**src/hdl/scr_pkg.sv**
```systemverilog
package scr_pkg;
	localparam int          ADDR_W         = 8;
	localparam int          DATA_W         = 8;
	localparam int          POS_W          = 24;
	localparam int          SEL_W          = 4;

	// Byte offsets on the serial register port
	localparam logic [7:0]  OFS_CTRL_ZERO  = 8'h29;
	localparam logic [7:0]  OFS_CTRL_ONE   = 8'h2A;
	localparam logic [7:0]  OFS_CTRL_TWO   = 8'h2B;
	localparam logic [7:0]  OFS_POS_B0     = 8'h2C;
	localparam logic [7:0]  OFS_POS_B1     = 8'h2D;
	localparam logic [7:0]  OFS_POS_B2     = 8'h2E;

	// Values after reset
	localparam logic [7:0]  RST_CTRL_ZERO  = 8'h80;
	localparam logic [7:0]  RST_CTRL_ONE   = 8'h00;
	localparam logic [7:0]  RST_CTRL_TWO   = 8'h10;
	localparam logic [23:0] RST_POS        = 24'h000000;
	localparam logic [7:0]  RST_BYTE       = 8'h00;

	// Field positions, clock control zero
	localparam int          BIT_PROC_EN    = 6;
	localparam int          BIT_RECV_EN    = 5;
	localparam int          BIT_FINE_STEP  = 4;
	localparam int          SEL_MSB        = 3;
	localparam int          SEL_LSB        = 0;
	// Clock control one
	localparam int          BIT_DEV_PECL   = 2;
	localparam int          BIT_SYS_PECL   = 1;
	localparam int          BIT_INVERT     = 0;
	// Clock control two
	localparam int          BIT_ANA_QUIET  = 2;
	localparam int          BIT_CORE_QUIET = 0;

	// Byte select codes into the capture-position store
	localparam logic [1:0]  POS_SEL_B0     = 2'h0;
	localparam logic [1:0]  POS_SEL_B1     = 2'h1;
	localparam logic [1:0]  POS_SEL_B2     = 2'h2;
endpackage

```
**src/hdl/scr_pos_if.sv**
```systemverilog
`timescale 1ns/1ps
interface scr_pos_if;
	logic        upd;
	logic [23:0] value;
	logic [1:0]  rd_sel;
	logic [7:0]  rd_byte;

	modport ctrl
	(
		output upd,
		output value,
		output rd_sel,
		input  rd_byte
	);
	modport store
	(
		input  upd,
		input  value,
		input  rd_sel,
		output rd_byte
	);
endinterface

```
**src/hdl/scr_pos_store.sv**
```systemverilog
`timescale 1ns/1ps
module scr_pos_store
(
	input  wire logic  clk,     // Device clock
	input  wire logic  rst_n,   // Async reset, active low
	input  wire logic  ce,      // Clock enable
	scr_pos_if.store   pos      // Update and read-back lanes
);
	logic [scr_pkg::POS_W-1:0] pos_q;

	always_ff @(posedge clk or negedge rst_n)
	begin
		if (!rst_n)
			pos_q <= scr_pkg::RST_POS;
		else if (ce && pos.upd)
			pos_q <= pos.value;
	end

	always_comb
	begin
		unique case (pos.rd_sel)
			scr_pkg::POS_SEL_B0: pos.rd_byte = pos_q[7:0];
			scr_pkg::POS_SEL_B1: pos.rd_byte = pos_q[15:8];
			scr_pkg::POS_SEL_B2: pos.rd_byte = pos_q[23:16];
			default:             pos.rd_byte = scr_pkg::RST_BYTE;
		endcase
	end
endmodule // scr_pos_store

```
**src/hdl/scr_clock_regs.sv**
```systemverilog
// Functional notes
// - Control zero bit 6 enables SYSREF processing; reset 0; events only while set.
// - Control zero bit 5 turns the SYSREF receiver on; reset 0.
// - Control zero bit 4 selects finer window delay steps for status and delay.
// - Control zero bits 3:0 pick the SYSREF sampling delay; reset 0.
// - Control one bit 0 inverts SYSREF used for alignment; reset 0.
// - Control one bit 2 puts device clock input in PECL mode; reset 0.
// - Control one bit 1 puts SYSREF input in PECL mode; reset 0.
// - Control two bit 2 quiets the analog clock supply; reset 0.
// - Control two bit 0 quiets the clock core supply; reset 0.
// - Capture position at 0x2C is read-only status, zero after reset.
// - Capture position is a 24-bit edge location against the device clock.
`timescale 1ns/1ps
module scr_clock_regs
(
	input  wire logic        clk,                          // Device clock, 25 MHz
	input  wire logic        rst_n,                        // Async reset, active low
	input  wire logic        ce,                           // Clock enable, freezes all state
	input  wire logic        wr_en,                        // Register write strobe
	input  wire logic        rd_en,                        // Register read strobe
	input  wire logic [7:0]  addr,                         // Register byte offset
	input  wire logic [7:0]  wr_data,                      // Write byte
	output logic      [7:0]  rd_data,                      // Read byte, valid with rd_valid
	output logic             rd_valid,                     // Read answer pulse
	input  wire logic        sysref_pin,                   // Raw SYSREF level from the receiver pad
	input  wire logic        edge_pos_valid,               // Detector has a new edge position
	input  wire logic [23:0] edge_pos_value,               // Detector edge position
	output logic             sysref_receiver_enable,       // Receiver power-on
	output logic             sysref_processor_enable,      // Processor enable
	output logic             window_fine_step_select,      // Fine window steps
	output logic      [3:0]  sysref_delay_select,          // Sampling delay choice
	output logic             sysref_polarity_invert,       // Alignment polarity invert
	output logic             device_clock_pecl_mode,       // Device clock PECL mode
	output logic             sysref_pecl_mode,             // SYSREF PECL mode
	output logic             analog_clock_supply_quieting, // Analog clock supply quieting
	output logic             clock_core_supply_quieting,   // Clock core supply quieting
	output logic             sysref_aligned,               // Conditioned SYSREF level
	output logic             sysref_event                  // One-cycle SYSREF event pulse
);
	logic [7:0]  ctrl_zero_q;
	logic [7:0]  ctrl_one_q;
	logic [7:0]  ctrl_two_q;
	logic [7:0]  rd_data_q;
	logic        rd_valid_q;
	logic        sync1_q;
	logic        sync2_q;
	logic        aligned_q;
	logic        event_q;
	logic [7:0]  rd_mux;
	logic        hit_pos;
	logic        wr_zero;
	logic        wr_one;
	logic        wr_two;

	scr_pos_if pos_if ();

	scr_pos_store u_pos
	(
		.clk   (clk),
		.rst_n (rst_n),
		.ce    (ce),
		.pos   (pos_if.store)
	);

	assign wr_zero = wr_en && (addr == scr_pkg::OFS_CTRL_ZERO);
	assign wr_one  = wr_en && (addr == scr_pkg::OFS_CTRL_ONE);
	assign wr_two  = wr_en && (addr == scr_pkg::OFS_CTRL_TWO);
	assign hit_pos = (addr == scr_pkg::OFS_POS_B0) || (addr == scr_pkg::OFS_POS_B1) ||
	                 (addr == scr_pkg::OFS_POS_B2);

	// Reserved bits are stored as written, so a host that follows the rules reads its own value back
	always_ff @(posedge clk or negedge rst_n)
	begin
		if (!rst_n)
			ctrl_zero_q <= scr_pkg::RST_CTRL_ZERO;
		else if (ce && wr_zero)
			ctrl_zero_q <= wr_data;
	end

	always_ff @(posedge clk or negedge rst_n)
	begin
		if (!rst_n)
			ctrl_one_q <= scr_pkg::RST_CTRL_ONE;
		else if (ce && wr_one)
			ctrl_one_q <= wr_data;
	end

	always_ff @(posedge clk or negedge rst_n)
	begin
		if (!rst_n)
			ctrl_two_q <= scr_pkg::RST_CTRL_TWO;
		else if (ce && wr_two)
			ctrl_two_q <= wr_data;
	end

	// Position store only follows the detector; no register write reaches it
	assign pos_if.upd   = edge_pos_valid && ctrl_zero_q[scr_pkg::BIT_PROC_EN];
	assign pos_if.value = edge_pos_value;

	always_comb
	begin
		pos_if.rd_sel = scr_pkg::POS_SEL_B0;
		if (addr == scr_pkg::OFS_POS_B1)
			pos_if.rd_sel = scr_pkg::POS_SEL_B1;
		else if (addr == scr_pkg::OFS_POS_B2)
			pos_if.rd_sel = scr_pkg::POS_SEL_B2;
	end

	always_comb
	begin
		rd_mux = scr_pkg::RST_BYTE;
		if (addr == scr_pkg::OFS_CTRL_ZERO)
			rd_mux = ctrl_zero_q;
		else if (addr == scr_pkg::OFS_CTRL_ONE)
			rd_mux = ctrl_one_q;
		else if (addr == scr_pkg::OFS_CTRL_TWO)
			rd_mux = ctrl_two_q;
		else if (hit_pos)
			rd_mux = pos_if.rd_byte;
	end

	// Unmapped offsets answer zero so a stray read never stalls the port
	always_ff @(posedge clk or negedge rst_n)
	begin
		if (!rst_n)
		begin
			rd_data_q  <= scr_pkg::RST_BYTE;
			rd_valid_q <= 1'b0;
		end
		else if (ce)
		begin
			rd_valid_q <= rd_en;
			if (rd_en)
				rd_data_q <= rd_mux;
		end
	end

	// Pad level is asynchronous to the device clock
	always_ff @(posedge clk or negedge rst_n)
	begin
		if (!rst_n)
		begin
			sync1_q <= 1'b0;
			sync2_q <= 1'b0;
		end
		else if (ce)
		begin
			sync1_q <= sysref_pin;
			sync2_q <= sync1_q;
		end
	end

	// A disabled receiver presents a quiet low level, whatever the polarity
	always_ff @(posedge clk or negedge rst_n)
	begin
		if (!rst_n)
			aligned_q <= 1'b0;
		else if (ce)
			aligned_q <= (sync2_q ^ ctrl_one_q[scr_pkg::BIT_INVERT]) && ctrl_zero_q[scr_pkg::BIT_RECV_EN];
	end

	// Processor events fire only when the receiver is up too, covering a host that breaks the order
	always_ff @(posedge clk or negedge rst_n)
	begin
		if (!rst_n)
			event_q <= 1'b0;
		else if (ce)
			event_q <= (sync2_q ^ ctrl_one_q[scr_pkg::BIT_INVERT]) && !aligned_q &&
			           ctrl_zero_q[scr_pkg::BIT_RECV_EN] && ctrl_zero_q[scr_pkg::BIT_PROC_EN];
	end

	assign rd_data                      = rd_data_q;
	assign rd_valid                     = rd_valid_q;
	assign sysref_receiver_enable       = ctrl_zero_q[scr_pkg::BIT_RECV_EN];
	assign sysref_processor_enable      = ctrl_zero_q[scr_pkg::BIT_PROC_EN];
	assign window_fine_step_select      = ctrl_zero_q[scr_pkg::BIT_FINE_STEP];
	assign sysref_delay_select          = ctrl_zero_q[scr_pkg::SEL_MSB:scr_pkg::SEL_LSB];
	assign sysref_polarity_invert       = ctrl_one_q[scr_pkg::BIT_INVERT];
	assign device_clock_pecl_mode       = ctrl_one_q[scr_pkg::BIT_DEV_PECL];
	assign sysref_pecl_mode             = ctrl_one_q[scr_pkg::BIT_SYS_PECL];
	assign analog_clock_supply_quieting = ctrl_two_q[scr_pkg::BIT_ANA_QUIET];
	assign clock_core_supply_quieting   = ctrl_two_q[scr_pkg::BIT_CORE_QUIET];
	assign sysref_aligned               = aligned_q;
	assign sysref_event                 = event_q;
endmodule // scr_clock_regs

```
**config.mk**
```make
export PLATFORM = sky130hd
export DESIGN_NAME = scr_clock_regs
export DESIGN_NICKNAME = d
export VERILOG_FILES = /design/src/hdl/scr_pkg.sv /design/src/hdl/scr_pos_if.sv /design/src/hdl/scr_pos_store.sv /design/src/hdl/scr_clock_regs.sv
export SDC_FILE = /design/constraint.sdc
export NUM_CORES = 1
export LEC_CHECK = 0
export ABC_AREA = 1
export BUFFER_PORTS_ARGS = -buffer_cell sky130_fd_sc_hd__buf_4
export CAP_MARGIN = 0
export CORE_MARGIN = 1
export CORE_UTILIZATION = 48
export DETAILED_ROUTE_END_ITERATION = 7
export PLACE_DENSITY = 0.72
export SLEW_MARGIN = 10
export SYNTH_ARGS = -nofsm -noshare
export SYNTH_HDL_FRONTEND = slang
export SYNTH_SLANG_ARGS = --single-unit
export TNS_END_PERCENT = 5
```
**constraint.sdc**
```tcl
create_clock -name clk -period 2.6 [get_ports clk]
set_input_delay 0.52 -clock clk [delete_from_list [all_inputs] [get_ports clk]]
set_output_delay 0.52 -clock clk [all_outputs]
set_load 0.01 [all_outputs]
```
# Word level (Yosys, flattened, before mapping)
# Index checks and enable logic that the tools add are counted.
[op_classes]
n_eq_ne = 8
reduce_logical = 17
n_bitwise = 1
muxes = 7
[ops]
columns = ["operator", "n"]
rows = [
  ["8-bit by 6-bit equality test with 1-bit output (second input constant)", 6],
  ["8-bit two-way mux", 4],
  ["8-bit case mux with 3 select lines", 1],
  ["1-bit logical AND", 12],
  ["2-bit two-way mux", 2],
  ["2-bit by 1-bit equality test with 1-bit output (second input constant)", 1],
  ["2-bit equality test (second input constant)", 1],
  ["2-bit zero test", 1],
  ["1-bit logical OR", 2],
  ["2-bit AND reduction", 1],
  ["1-bit zero test", 1],
  ["1-bit bitwise XOR", 1],
]
[totals]
out_inout_bits = 23
input_bits = 47
wordCells = 43
reg_bits = 61

# Depth between registers and ports, before layout
[depth]
ltp_word = 9
ltp_mapped = 13
ltp_nobuf = 11

# Modules after synthesis
# From an unflattened synthesis, not the netlist that was laid out.
[hier_totals]
hier_cells = 358
hier_area_um2 = 3186.8
[modules_own_cells]
columns = ["module", "instances", "seq_area_each_um2", "area_per_inst_um2", "cells_per_inst"]
rows = [
  ["scr_clock_regs", 1, 928.4, 1961.9, 216],
  ["scr_pos_store", 1, 600.6, 1224.9, 142],
]

# Worst setup path before layout
# No wires, ideal clock.
[synth_timing]
path_kind = "input to register"
startpoint = "in addr[4]"
endpoint = "reg ctrl_zero_q[6]"
path_buffers = 2
required_ns = 2.482
setup_ns = 0.118
t_arrival_ns = 1.512
cell_stages = 9
setup_slack_ns = 0.970
path_cell_list = "inv_1 -> nand2_1 -> nor2_4 -> nand4_4 -> or2_1 -> buf_2 -> buf_6 -> nand2_1 -> o21ai_2"
[synth_via]
elab_chain_cells = 3
[synth_lines]
columns = ["element", "line_no", "source"]
rows = [
  ["start: declaration", "scr_clock_regs.sv:21", "input wire logic [7:0] addr,"],
  ["8-bit by 6-bit equality test with 1-bit output", "scr_clock_regs.sv:65", "assign wr_zero = wr_en && (addr == scr_pkg::OFS_CTRL_ZERO);"],
  ["1-bit logical AND", "scr_clock_regs.sv:65", ""],
  ["1-bit logical AND", "scr_clock_regs.sv:76", "else if (ce && wr_zero)"],
  ["end signal: assignment", "scr_clock_regs.sv:75", "ctrl_zero_q <= scr_pkg::RST_CTRL_ZERO;"],
  ["end signal: assignment", "scr_clock_regs.sv:77", "ctrl_zero_q <= wr_data;"],
  ["end: declaration", "scr_clock_regs.sv:40", "logic [7:0] ctrl_zero_q;"],
]
# Every way passes these cells.
# A chain may end at the register's enable or synchronous reset.

# Worst setup path in the final report
[layout_timing]
startpoint = "in addr[4]"
endpoint = "reg ctrl_zero_q[4]"
# Same word-level chain as after synthesis.

==> results.yml <==
run_status:
  status: "finished clean"
clock_network:
  cts_setup_buffers: 0
  cts_max_level: 3
  cts_resized: 0
  cts_tree: "yes"
  cts_max_path_buffers: 2
  numCtsBuffers: 9
  root_buffer: "clkbuf_8"
  cts_hold_buf: 0
  clock_latency_ns: 0.33
  clkSinkCount: 61
  cts.clk_slew.worst_paths_ns: 0.07
placement:
  dp_hpwl_um: 4600
  place.gp.congestion: 0.759
  placed_area_sq_mm: 0.00351
  io_buffers: 69
synthesis:
  synthesis.nets: 367
  synth-seq-cells: 61
  synth_top_flop_cell: "dfrtp_1"
  synthArstFlopShare: 1.00
  synth_top_area_frac: 0.494
  synth_edf_count: 0
  yosys_warnings: 0
  netlist_area_sq_mm: 0.00299
  netlist-cell-type-count: 25
  syn_inst: 320
  yosysSeqAreaShare: 0.512
  synth_area_leaders: "dfrtp_1, nand2_1, mux2_2"
  syn_avg_cell_area_sq_um: 9.33
  synth_area_leader_cell: "dfrtp_1"
routing:
  drt-total-wl_um: 6470
  ant_nets: 0
  viasPerCell: 5.06
  drc: 0
  vias: 2368
  dr.first_iter.drc_count: 165
  wl_per_cell_um: 13.8
  firstDrtPassIters: 4
power:
  vdd_ir_drop_max_v: 0.000343
  power_density_mw_per_mm2: 568
  p_leak_nw: 2.06
cells_and_area:
  diodes: 0
  final_nets: 435
  area_growth_pct: 24.5
  final_common_cell: "nand2_1"
  drive_above_1_share: 0.346
  final_cell_mix: "nand2_1, buf_4, dfrtp_1"
  num-fill-cells: 552
  fin_area_sq_mm: 0.00372
  finalCoreUtilization: 0.624
worst_setup_path:
  cpPeakStageDelay_ns: 0.55
  reg2reg_setup_slack_ns: 1.25
  path_max_fanout: 17
  reg2reg_from: "ctrl_zero_q[6]$_DFFE_PN0P_"
  cpMostUsedCell: "nand2_1"
  crit_path_end_kind: "flip-flop"
  critPathLaunchType: "primary input"
  worstSetupPathType: "in -> reg"
  cp.required_ns: 2.80
  r2r_end: "u_pos.pos_q[1]$_DFFE_PN0P_"
  worst-r2r-cell-count: 3
  crit_slowest_cell: "or2_1"
  path_cells: "buf_4 -> inv_1 -> nand2_1 -> nor2_4 -> nand4_4 -> or2_1 -> nand2_1 -> o21ai_2"
  crit_arrival_ns: 1.98
floorplanning:
  chipWidth_um: 80.9
  num_rows: 28
  dieArea_sq_mm: 0.00654
  core_area_sq_mm: 0.00596
  start_util: 0.501
  ios: 70
  die_h_um: 80.9
global_routing:
  met1_usage: 0.290
  grt_usage: 0.215
  grtUsageMet3: 0.0461
  grt.met2_usage: 0.332
  grt_busiest_layer: "met2"
  antenna_found_initial: 0
  grt.overflow.total: 0
  grt_pass1_vias: 2194
  grt_pass1_wl_um: 10500
  grt_max_degree: 62
sta:
  rsz0062_at_grt: "no"
  worstMarginPinSlew_ns: 0.763
  slew_headroom: 0.491
  hold_violations: 0
  max_freq_mhz: 560
  clock_skew_ns: 0.00688
  fin_setup_tns_ns: 0
  post-route-period-util: 0.687
  period_needed_ns: 1.79
  final-setup-viol-count: 0
  slew_viol_final: 0
job:
  maxCapViolations: 0
hold_path:
  min_path_type: "in -> async"
==> critical path: cells and delay by family <==
family | cells | cell delay (ns)
simple gates | 5 | 1.24
buf+inv | 2 | 0.16
compound gates | 1 | 0.06
==> cell families (layout without fill, tap and decap cells) <==
logic type	after synthesis	in the layout	share of synthesized area
simple gates	147	147	0.239
xor+xnor	1	1	0.00293
buf+inv	50	123	0.0809
mux	25	25	0.0943
flops	61	61	0.512
compound gates	36	36	0.0708
==> synth_stat cells, types with 4 or more instances <==
cell type and count:
mux2_2 25, buf_4 5, nand4_1 8, nand2_1 97, o21ai_2 8, nand3_1 27, buf_2 4, o21ai_0 11
dfrtp_1 59, inv_1 35, buf_6 4, o21ai_1 16
==> registers in the layout, indices dropped and copies added (netlist names) <==
register and count:
rd_data 8, ctrl_two_q 8, sysref_aligned 1, rd_valid 1, sync2_q 1, u_pos.pos_q 24, ctrl_zero_q 8, sysref_event 1
sync1_q 1, ctrl_one_q 8
==> metrics by stage <==
step | hold WS [ns] | total power [mW] | worst slack (ns) | instances
finish | 0.244 | 2.11 | 0.814 | 468
CTS | 0.282 | 2.14 | 0.828 | 468
floorplan | 0.224 | 1.15 | 0.970 | 320
detailed placement | 0.470 | 1.25 | 0.500 | 452
global placement | 0.465 | 1.25 | 0.589 | 452
global route | 0.306 | 2.20 | 0.727 | 468
==> area by class of cell <==
cell class / count / area (sq um) / share of cell area
inverters: 36 / 135 / 0.0363
repair buffers: 71 / 533 / 0.143
clock inverters: 3 / 42.5 / 0.0114
multi-input cells: 209 / 1220 / 0.327
flip-flops and latches: 61 / 1530 / 0.411
well taps: 75 / 93.8 / 0.0252
clock buffers: 13 / 169 / 0.0454
==> power breakdown <==
| part | switching (mW) | internal, mW |
|---|---|---|
| registers | 0.0314 | 1.00 |
| clock network | 0.357 | 0.520 |
| logic | 0.0953 | 0.105 |
| total | 0.484 | 1.63 |
==> metal layers <==
metal / routed length, um / share of wire
met5: 0 / 0
met4: 117 / 0.018
met3: 345 / 0.053
met2: 3050 / 0.47
met1: 2960 / 0.46
==> how the worst max path moves through the flow <==
stage / start / endpoint / slack (ns) / cells after the start
finish: addr[4] / ctrl_zero_q[4]$_DFFE_PN0P_ / 0.81 / 8
global route: addr[4] / ctrl_zero_q[4]$_DFFE_PN0P_ / 0.73 / 8
CTS: addr[4] / ctrl_zero_q[4]$_DFFE_PN0P_ / 0.83 / 8
detailed placement: addr[4] / ctrl_zero_q[0]$_DFFE_PN0P_ / 0.50 / 8
global placement: addr[4] / ctrl_zero_q[4]$_DFFE_PN0P_ / 0.59 / 8
floorplan: addr[4] / ctrl_zero_q[6]$_DFFE_PN0P_ / 0.97 / 9
(Power assumes the default switching activity.)
